## config.mk

```make
export PLATFORM = sky130hd
export DESIGN_NAME = ssw_supervisor
export DESIGN_NICKNAME = d
export VERILOG_FILES = /design/src/rtl/ssw_pkg.sv /design/src/rtl/ssw_supervisor.sv
export SDC_FILE = /design/constraint.sdc
export NUM_CORES = 1
export LEC_CHECK = 0
export ABC_CLOCK_PERIOD_IN_PS = 2920
export BUFFER_PORTS_ARGS = -buffer_cell sky130_fd_sc_hd__buf_4
export CORE_MARGIN = 2
export CORE_UTILIZATION = 35
export CTS_CLUSTER_SIZE = 14
export DETAILED_ROUTE_END_ITERATION = 8
export GPL_TIMING_DRIVEN = 0
export PLACE_DENSITY_LB_ADDON = 0.08
export SYNTH_ARGS = -nofsm -noshare
export SYNTH_HDL_FRONTEND = slang
export SYNTH_SLANG_ARGS = --single-unit
export TNS_END_PERCENT = 10
```

## constraint.sdc

```tcl
create_clock -name clk_sys -period 2.92 [get_ports clk_sys]
set_clock_uncertainty 0.05 [all_clocks]
set_input_delay 0.876 -clock clk_sys [delete_from_list [all_inputs] [get_ports clk_sys]]
set_output_delay 0.876 -clock clk_sys [all_outputs]
set_load 0.02 [all_outputs]
```

## src/rtl/ssw_pkg.sv

```systemverilog
// Package for the supply supervisor watchdog: constants and carriers
package ssw_pkg;
	localparam int unsigned CLK_HZ         = 25000000;
	localparam int unsigned CLK_PERIOD_NS  = 40;
	// Times in their own units
	localparam int unsigned HOLD_TIME_MS   = 200;
	localparam int unsigned KICK_TIMEOUT_MS = 1000;
	localparam int unsigned PUSH_MIN_NS    = 150;
	localparam int unsigned PUSH_TO_RESET_DELAY_NS = 100;
	localparam int unsigned KICK_PULSE_HI_NS = 50;
	localparam int unsigned KICK_PULSE_LO_NS = 100;
	localparam int unsigned AUX_RISE_FILTER_DELAY_US = 15;
	localparam int unsigned AUX_FALL_FILTER_DELAY_US = 35;
	// Cycle counts; least times round up, longest times round down
	localparam int unsigned HOLD_CYC =
		(HOLD_TIME_MS * (CLK_HZ / 1000));
	localparam int unsigned KICK_TIMEOUT_CYC =
		(KICK_TIMEOUT_MS * (CLK_HZ / 1000));
	localparam int unsigned PUSH_MIN_CYC =
		(PUSH_MIN_NS + CLK_PERIOD_NS - 1) / CLK_PERIOD_NS;
	localparam int unsigned KICK_PULSE_HI_CYC =
		(KICK_PULSE_HI_NS + CLK_PERIOD_NS - 1) / CLK_PERIOD_NS;
	localparam int unsigned KICK_PULSE_LO_CYC =
		(KICK_PULSE_LO_NS + CLK_PERIOD_NS - 1) / CLK_PERIOD_NS;
	localparam int unsigned AUX_RISE_CYC =
		(AUX_RISE_FILTER_DELAY_US * (CLK_HZ / 1000000));
	localparam int unsigned AUX_FALL_CYC =
		(AUX_FALL_FILTER_DELAY_US * (CLK_HZ / 1000000));
	localparam int unsigned CNT_W = 32;
	// Sync stages and output register ahead of and behind the aux filter
	localparam int unsigned AUX_PIPE_CYC = 3;
	// Synchroniser reset matches idle pins: push released, all else low
	localparam logic [4:0] SYNC_RST = 5'h04;

	// Synchronised input levels
	typedef struct packed {
		logic supply_ok;
		logic aux_ok;
		logic push_n;
		logic kick_level;
		logic kick_driven;
	} ssw_inputs_t;

	// Reset sequencer states
	typedef enum logic [1:0] {
		SSW_HOLD_LOW = 2'b00,
		SSW_HOLD_TIME = 2'b01,
		SSW_RUN = 2'b10
	} ssw_rst_state_t;
endpackage

```

## src/rtl/ssw_supervisor.sv

```systemverilog
// Supply supervisor with reset hold, push reset, aux fail and watchdog
`timescale 1ns/1ps
`default_nettype none

// Behaviour
// Supply good starts a hold timer; reset releases when it expires.
// Supply not good asserts reset immediately and keeps it asserted.
// A new supply drop during the hold restarts the full hold.
// Active-high reset output is always the inverse of active-low reset.
// Open-drain reset pulls low exactly while reset is asserted.
// Aux fail output is low while the aux comparator reports low.
// Push reset is debounced; asserts reset after being held low 150ns.
// After push release, reset stays asserted for the full hold time.
// No kick toggle within the timeout drives the bark output low.
// During reset or undriven kick, the watchdog counter stays cleared.
// After reset release with kick driven, the watchdog counts.
// Kick toggles are recognised when stable 50ns or 100ns per variant.
// Supply low also drives the bark output low.
// Supply return releases bark immediately, without the hold delay.
// Undriven kick disables the watchdog; bark low only on supply low.
// Push low reaches reset within 100ns; here sync and debounce take about 6 cycles (240ns).
// Aux rising crossing reaches the output within 15us.
// Aux falling crossing reaches the output within 35us.
// Aux excursions shorter than the filter delay are ignored.
// All inputs synchronised to the clock; intervals counted in cycles.
// Timeout holds bark low until the next kick toggle, reset or undriven kick.
module ssw_supervisor
#(
	parameter int unsigned HOLD_CYCLES    = ssw_pkg::HOLD_CYC,
	parameter int unsigned TIMEOUT_CYCLES = ssw_pkg::KICK_TIMEOUT_CYC,
	parameter bit          LOW_VOLT       = 1'b0
)
(
	// Clock and reset
	input  wire logic clk_sys,
	input  wire logic arst_n,
	// Comparator results
	input  wire logic supply_ok_in,
	input  wire logic aux_sense_in,
	// Processor side inputs
	input  wire logic push_reset_in_n,
	input  wire logic kick_in,
	input  wire logic kick_driven_in,
	// Reset outputs
	output logic      sys_reset_out_n,
	output logic      sys_reset_out,
	output logic      reset_drain_out_n,
	output logic      reset_drain_oe,
	// Status outputs
	output logic      bark_out_n,
	output logic      aux_fail_out_n
);
	import ssw_pkg::*;

	localparam int unsigned KICK_CYC =
		LOW_VOLT ? KICK_PULSE_LO_CYC : KICK_PULSE_HI_CYC;
	// Filter lengths less sync and output stages, so pin to pin fits
	localparam int unsigned AUX_RISE_LIM = AUX_RISE_CYC - AUX_PIPE_CYC;
	localparam int unsigned AUX_FALL_LIM = AUX_FALL_CYC - AUX_PIPE_CYC;

	// A counter started at zero has run limit cycles once this is true
	function automatic logic cnt_done(
		input logic [CNT_W-1:0] cnt,
		input int unsigned      limit
	);
		cnt_done = (cnt >= CNT_W'(limit - 1));
	endfunction

	function automatic logic [CNT_W-1:0] cnt_next(
		input logic [CNT_W-1:0] cnt
	);
		cnt_next = cnt + CNT_W'(1);
	endfunction

	logic [4:0]      sync_a;
	logic [4:0]      sync_b;
	ssw_inputs_t     in_s;
	logic            push_low;
	logic [CNT_W-1:0] push_cnt;
	logic            rst_req;
	ssw_rst_state_t  rst_state;
	logic [CNT_W-1:0] hold_cnt;
	logic            rst_n;
	logic            kick_stable;
	logic [CNT_W-1:0] kick_cnt;
	logic            kick_toggle;
	logic [CNT_W-1:0] wd_cnt;
	logic            wd_expired;
	logic            aux_filt;
	logic [CNT_W-1:0] aux_cnt;

	// Two-stage synchronisers; first stage read only by the second
	always_ff @(posedge clk_sys or negedge arst_n)
	begin
		if (!arst_n)
		begin
			sync_a <= SYNC_RST;
			sync_b <= SYNC_RST;
		end
		else
		begin
			sync_a <= {supply_ok_in, aux_sense_in, push_reset_in_n,
				kick_in, kick_driven_in};
			sync_b <= sync_a;
		end
	end
	assign in_s = ssw_inputs_t'(sync_b);

	// Push debounce: counts low cycles, asserts after minimum width
	always_ff @(posedge clk_sys or negedge arst_n)
	begin
		if (!arst_n)
		begin
			push_cnt <= '0;
			push_low <= 1'b0;
		end
		else if (in_s.push_n)
		begin
			push_cnt <= '0;
			push_low <= 1'b0;
		end
		else if (cnt_done(push_cnt, PUSH_MIN_CYC))
		begin
			push_low <= 1'h1;
		end
		else
		begin
			push_cnt <= cnt_next(push_cnt);
		end
	end

	// Sync latency makes the push path 150ns plus a few cycles, beyond 100ns
	assign rst_req = !in_s.supply_ok || push_low;

	// Reset sequencer; a request during the hold starts it again
	always_ff @(posedge clk_sys or negedge arst_n)
	begin
		if (!arst_n)
		begin
			rst_state <= SSW_HOLD_LOW;
			hold_cnt  <= '0;
		end
		else
		begin
			case (rst_state)
				SSW_HOLD_LOW:
				begin
					hold_cnt <= '0;
					if (!rst_req)
					begin
						rst_state <= SSW_HOLD_TIME;
					end
				end
				SSW_HOLD_TIME:
				begin
					if (rst_req)
					begin
						rst_state <= SSW_HOLD_LOW;
						hold_cnt  <= '0;
					end
					else if (cnt_done(hold_cnt, HOLD_CYCLES))
					begin
						rst_state <= SSW_RUN;
					end
					else
					begin
						hold_cnt <= cnt_next(hold_cnt);
					end
				end
				SSW_RUN:
				begin
					hold_cnt <= '0;
					if (rst_req)
					begin
						rst_state <= SSW_HOLD_LOW;
					end
				end
				default:
				begin
					rst_state <= SSW_HOLD_LOW;
					hold_cnt  <= '0;
				end
			endcase
		end
	end

	// Combinational term adds no cycle past the synchronisers on supply loss
	assign rst_n = (rst_state == SSW_RUN) && !rst_req;
	assign sys_reset_out_n   = rst_n;
	assign sys_reset_out     = !rst_n;
	assign reset_drain_out_n = 1'b0;
	assign reset_drain_oe    = !rst_n;

	// Kick filter: a level counts only after staying for the pulse width
	// Filter starts low; a high pin after reset counts once, a harmless kick
	always_ff @(posedge clk_sys or negedge arst_n)
	begin
		if (!arst_n)
		begin
			kick_stable <= 1'b0;
			kick_cnt    <= '0;
			kick_toggle <= 1'b0;
		end
		else
		begin
			kick_toggle <= 1'b0;
			if (in_s.kick_level == kick_stable)
			begin
				kick_cnt <= '0;
			end
			else if (cnt_done(kick_cnt, KICK_CYC))
			begin
				kick_stable <= in_s.kick_level;
				kick_cnt    <= '0;
				kick_toggle <= 1'h1;
			end
			else
			begin
				kick_cnt <= cnt_next(kick_cnt);
			end
		end
	end

	// Watchdog counter and expiry
	// A kick in the expiry cycle wins over the timeout, as it came in time
	always_ff @(posedge clk_sys or negedge arst_n)
	begin
		if (!arst_n)
		begin
			wd_cnt     <= '0;
			wd_expired <= 1'b0;
		end
		else if (!rst_n || !in_s.kick_driven)
		begin
			wd_cnt     <= '0;
			wd_expired <= 1'b0;
		end
		else if (kick_toggle)
		begin
			wd_cnt     <= '0;
			wd_expired <= 1'b0;
		end
		else if (cnt_done(wd_cnt, TIMEOUT_CYCLES))
		begin
			wd_expired <= 1'h1;
		end
		else
		begin
			wd_cnt <= cnt_next(wd_cnt);
		end
	end

	// Supply term is direct so bark follows supply with no hold
	always_ff @(posedge clk_sys or negedge arst_n)
	begin
		if (!arst_n)
		begin
			bark_out_n <= 1'h0;
		end
		else
		begin
			bark_out_n <= in_s.supply_ok && !wd_expired;
		end
	end

	// Aux filter: output follows only after the input holds for the delay
	always_ff @(posedge clk_sys or negedge arst_n)
	begin
		if (!arst_n)
		begin
			aux_filt <= 1'b0;
			aux_cnt  <= '0;
		end
		else if (in_s.aux_ok == aux_filt)
		begin
			aux_cnt <= '0;
		end
		else if (cnt_done(aux_cnt,
				in_s.aux_ok ? AUX_RISE_LIM : AUX_FALL_LIM))
		begin
			aux_filt <= in_s.aux_ok;
			aux_cnt  <= '0;
		end
		else
		begin
			aux_cnt <= cnt_next(aux_cnt);
		end
	end

	// Registered so the pin never shows a glitch from the filter compare
	always_ff @(posedge clk_sys or negedge arst_n)
	begin
		if (!arst_n)
		begin
			aux_fail_out_n <= 1'h0;
		end
		else
		begin
			aux_fail_out_n <= aux_filt;
		end
	end
endmodule

`default_nettype wire

```

==> results.json <==
{
  "period_needed_ps": 2540,
  "row_count": 53,
  "drive_gt1_frac": 0.112,
  "fin_crit_sh": 0.871,
  "route.final.wire_length_mm": 14.8,
  "io_pins": 13,
  "yosys_most_used_dff": "dfrtp_1",
  "path_class": "flip-flop to output port",
  "synth_edf_count": 0,
  "crit_chain": "nand4bb_1, buf_4, buf_4",
  "grt_setup_unrepaired": "no",
  "initial_core_util": 0.353,
  "vias_per_cell": 5.02,
  "grt_pass1_vias": 5272,
  "worstSkewPairLatency_ps": 440,
  "crit_family": "simple AND/OR/NAND/NOR gates",
  "worstMarginPinSlew_ps": 607,
  "cts.path.max_buffers": 2,
  "relSlewSlack": 0.592,
  "final_core_util": 0.413,
  "cts_made_buffers": 17,
  "arrival_ps": 1620,
  "dp_cells": 966,
  "hold_path_class": "flip-flop to flip-flop",
  "netlist_top_cells_count": "dfrtp_1, nand2_1, a21oi_1, nor2_1, nor2b_1",
  "grt_usage": 0.146,
  "async_reset_ff_frac": 1.00,
  "globalplace.congestion": 0.822,
  "clockRootBuffer": "clkbuf_16",
  "yosys_warnings": 0,
  "synth_top_cell_by_area": "dfrtp_1",
  "die_width_um": 149,
  "fmax_mhz": 393,
  "syn_inst": 629,
  "netlist_area_um2": 7360,
  "dieArea_um2": 22200,
  "routedWlPerCell_um": 14.9,
  "r2r-start": "in_s[3]",
  "hold_viol": 0,
  "die_y_um": 149,
  "insertedDiodeCount": 0,
  "num_vias": 5011,
  "antenna_found_initial": 0,
  "worst_path_max_delay_cell": "nand4bb_1",
  "synth_top_cell_area_share": 0.602,
  "postCtsSetupBuffers": 0,
  "hold_start": "sync_a[1]",
  "path_buf_inv": 2,
  "report.power.total_w": 0.00495,
  "cpMostUsedCell": "buf_4",
  "drt_iter0_markers": 342,
  "clk_pin_slew_worst_paths_ps": 70,
  "irDropWorstVdd_mv": 0.347,
  "final_cells": 998,
  "p_leak_nw": 3.79,
  "report.final.slew_viol_count": 0,
  "antenna_left": 0,
  "io_buffers": 11,
  "ys_ff_latch": 179,
  "cp_data_required_time_ps": 1990,
  "cts_sinks": 179,
  "cts_max_level": 4,
  "p_per_area_nw_per_um2": 576,
  "grt_max_degree": 114,
  "grt_pass1_wl_mm": 25.8,
  "end_kind": "output port",
  "status": "finished clean",
  "fin_nets": 727,
  "ys_seq_area_frac": 0.609,
  "hpwl_mm": 10.1,
  "drt_pass1_iterations": 4,
  "drc": 0,
  "worst-path-max-fanout": 5,
  "post_cts_resized": 0,
  "rrSetupSlack_ps": 640,
  "core-area_um2": 20800,
  "setup_violations": 0,
  "cts_tree": "done",
  "avgSynthCellArea_um2": 11.7,
  "grt-ovfl-total": 0,
  "critPathLaunchType": "flip-flop",
  "cts_hold_buf": 0,
  "synthToLayoutAreaGrowth_pct": 16.8,
  "fillCellCount": 2018,
  "ys_types": 64,
  "cp_slowest_stage_delay_ps": 400,
  "drv_cap": 0,
  "cp-startpoint": "push_low",
  "synth.most_common_cell": "dfrtp_1",
  "yosys-top-cells-area": "dfrtp_1, nor2b_1, or4_1"
}
cells in the final DEF, fill, tap and decap left out, drive strengths merged, types with 4 or more instances in the layout:
master	synthesis	final
nor2b	32	32
nor2	34	34
or4	24	24
nor3	12	12
inv	9	17
nand2b	4	4
and4	4	4
nand2	38	38
a31o	4	4
buf	11	23
or3	11	11
nand4	25	25
ha	10	10
nor4	29	29
clkinv	0	5
o31ai	22	22
and2	9	9
o21ai	15	15
conb	1	51
xnor2	5	5
nand3	27	27
a21oi	35	35
mux2i	4	4
clkbuf	14	32
xor2	9	9
and3	20	20
dfrtp	177	177
or2	4	4
state kept, by name (all words and copies together) (netlist names):
register and count:
aux_cnt 32, aux_fail_out_n 1, aux_filt 1, bark_out_n 1, hold_cnt 32, in_s 5, kick_cnt 32, kick_stable 1
kick_toggle 1, push_cnt 32, push_low 1, rst_state 2, sync_a 5, wd_cnt 32, wd_expired 1
report_power, final:
| group | switching [W] | leakage (nW) | internal, W |
|---|---|---|---|
| sequential | 0.0000258 | 2.34 | 0.00254 |
| combinational | 0.000108 | 1.16 | 0.0000418 |
| clock | 0.00108 | 0.284 | 0.00115 |
| total | 0.00122 | 3.79 | 0.00373 |
final cells by class:
| type | count | area, µm² | share of cell area |
|---|---|---|---|
| Tap cell | 275 | 344 | 0.0401 |
| Sequential cell | 179 | 4480 | 0.522 |
| Clock inverter | 14 | 156 | 0.0182 |
| Multi-Input combinational cell | 466 | 2890 | 0.337 |
| Buffer | 25 | 136 | 0.0159 |
| Inverter | 9 | 33.8 | 0.00393 |
| Clock buffer | 18 | 429 | 0.0500 |
| Timing Repair Buffer | 12 | 118 | 0.0137 |
through the flow:
stage | TNS (ps) | setup slack [ps] | area, µm² | hold slack (ps)
CTS | 0 | 276 | 8590 | 306
global placement | -15150 | -97.6 | 7970 | 287
global route | 0 | 218 | 8590 | 311
finish | 0 | 375 | 8590 | 303
floorplan | 0 | 895 | 7540 | 281
detailed placement | 0 | 622 | 8010 | 290
worst reg2reg max path: cells and delay by family, from the launching register on:
kind	cells	cell delay (ps)
and+or+nand+nor	2	460
adders and majority gates	1	320
AOI/OAI and AO/OA	3	950
DFF	1	450
path summary, 6_finish.rpt:
| check | to | cells after the start |
|---|---|---|
| max in group asynchronous | push_cnt[31] | 2 |
| worst min register to register | in_s[1] | 0 |
| worst max register to register | aux_cnt[6] | 6 |
| min in group asynchronous | wd_cnt[5] | 1 |
| worst max-delay path | sys_reset_out | 3 |
| worst min-delay path | in_s[1] | 0 |
layer usage:
layer	GRT usage	up-vias	wire [µm]
met3	0.0361	13	447
met2	0.234	64	7070
met5	0	-	0
li1	-	2431	-
met1	0.198	2503	7180
met4	0.0410	0	148
cells by family (layout without fill, tap and decap cells):
family	after synthesis	after routing	synth area share
buffers and inverters	34	78	0.0231
other	1	51	0.000510
DFF	179	179	0.609
xor gates and xnor gates	14	14	0.0167
muxes	5	5	0.00697
and+or+nand+nor	285	285	0.232
adders and majority gates	10	10	0.0170
AOI/OAI and AO/OA	101	101	0.0941
Power figures use the tool's default switching activity.
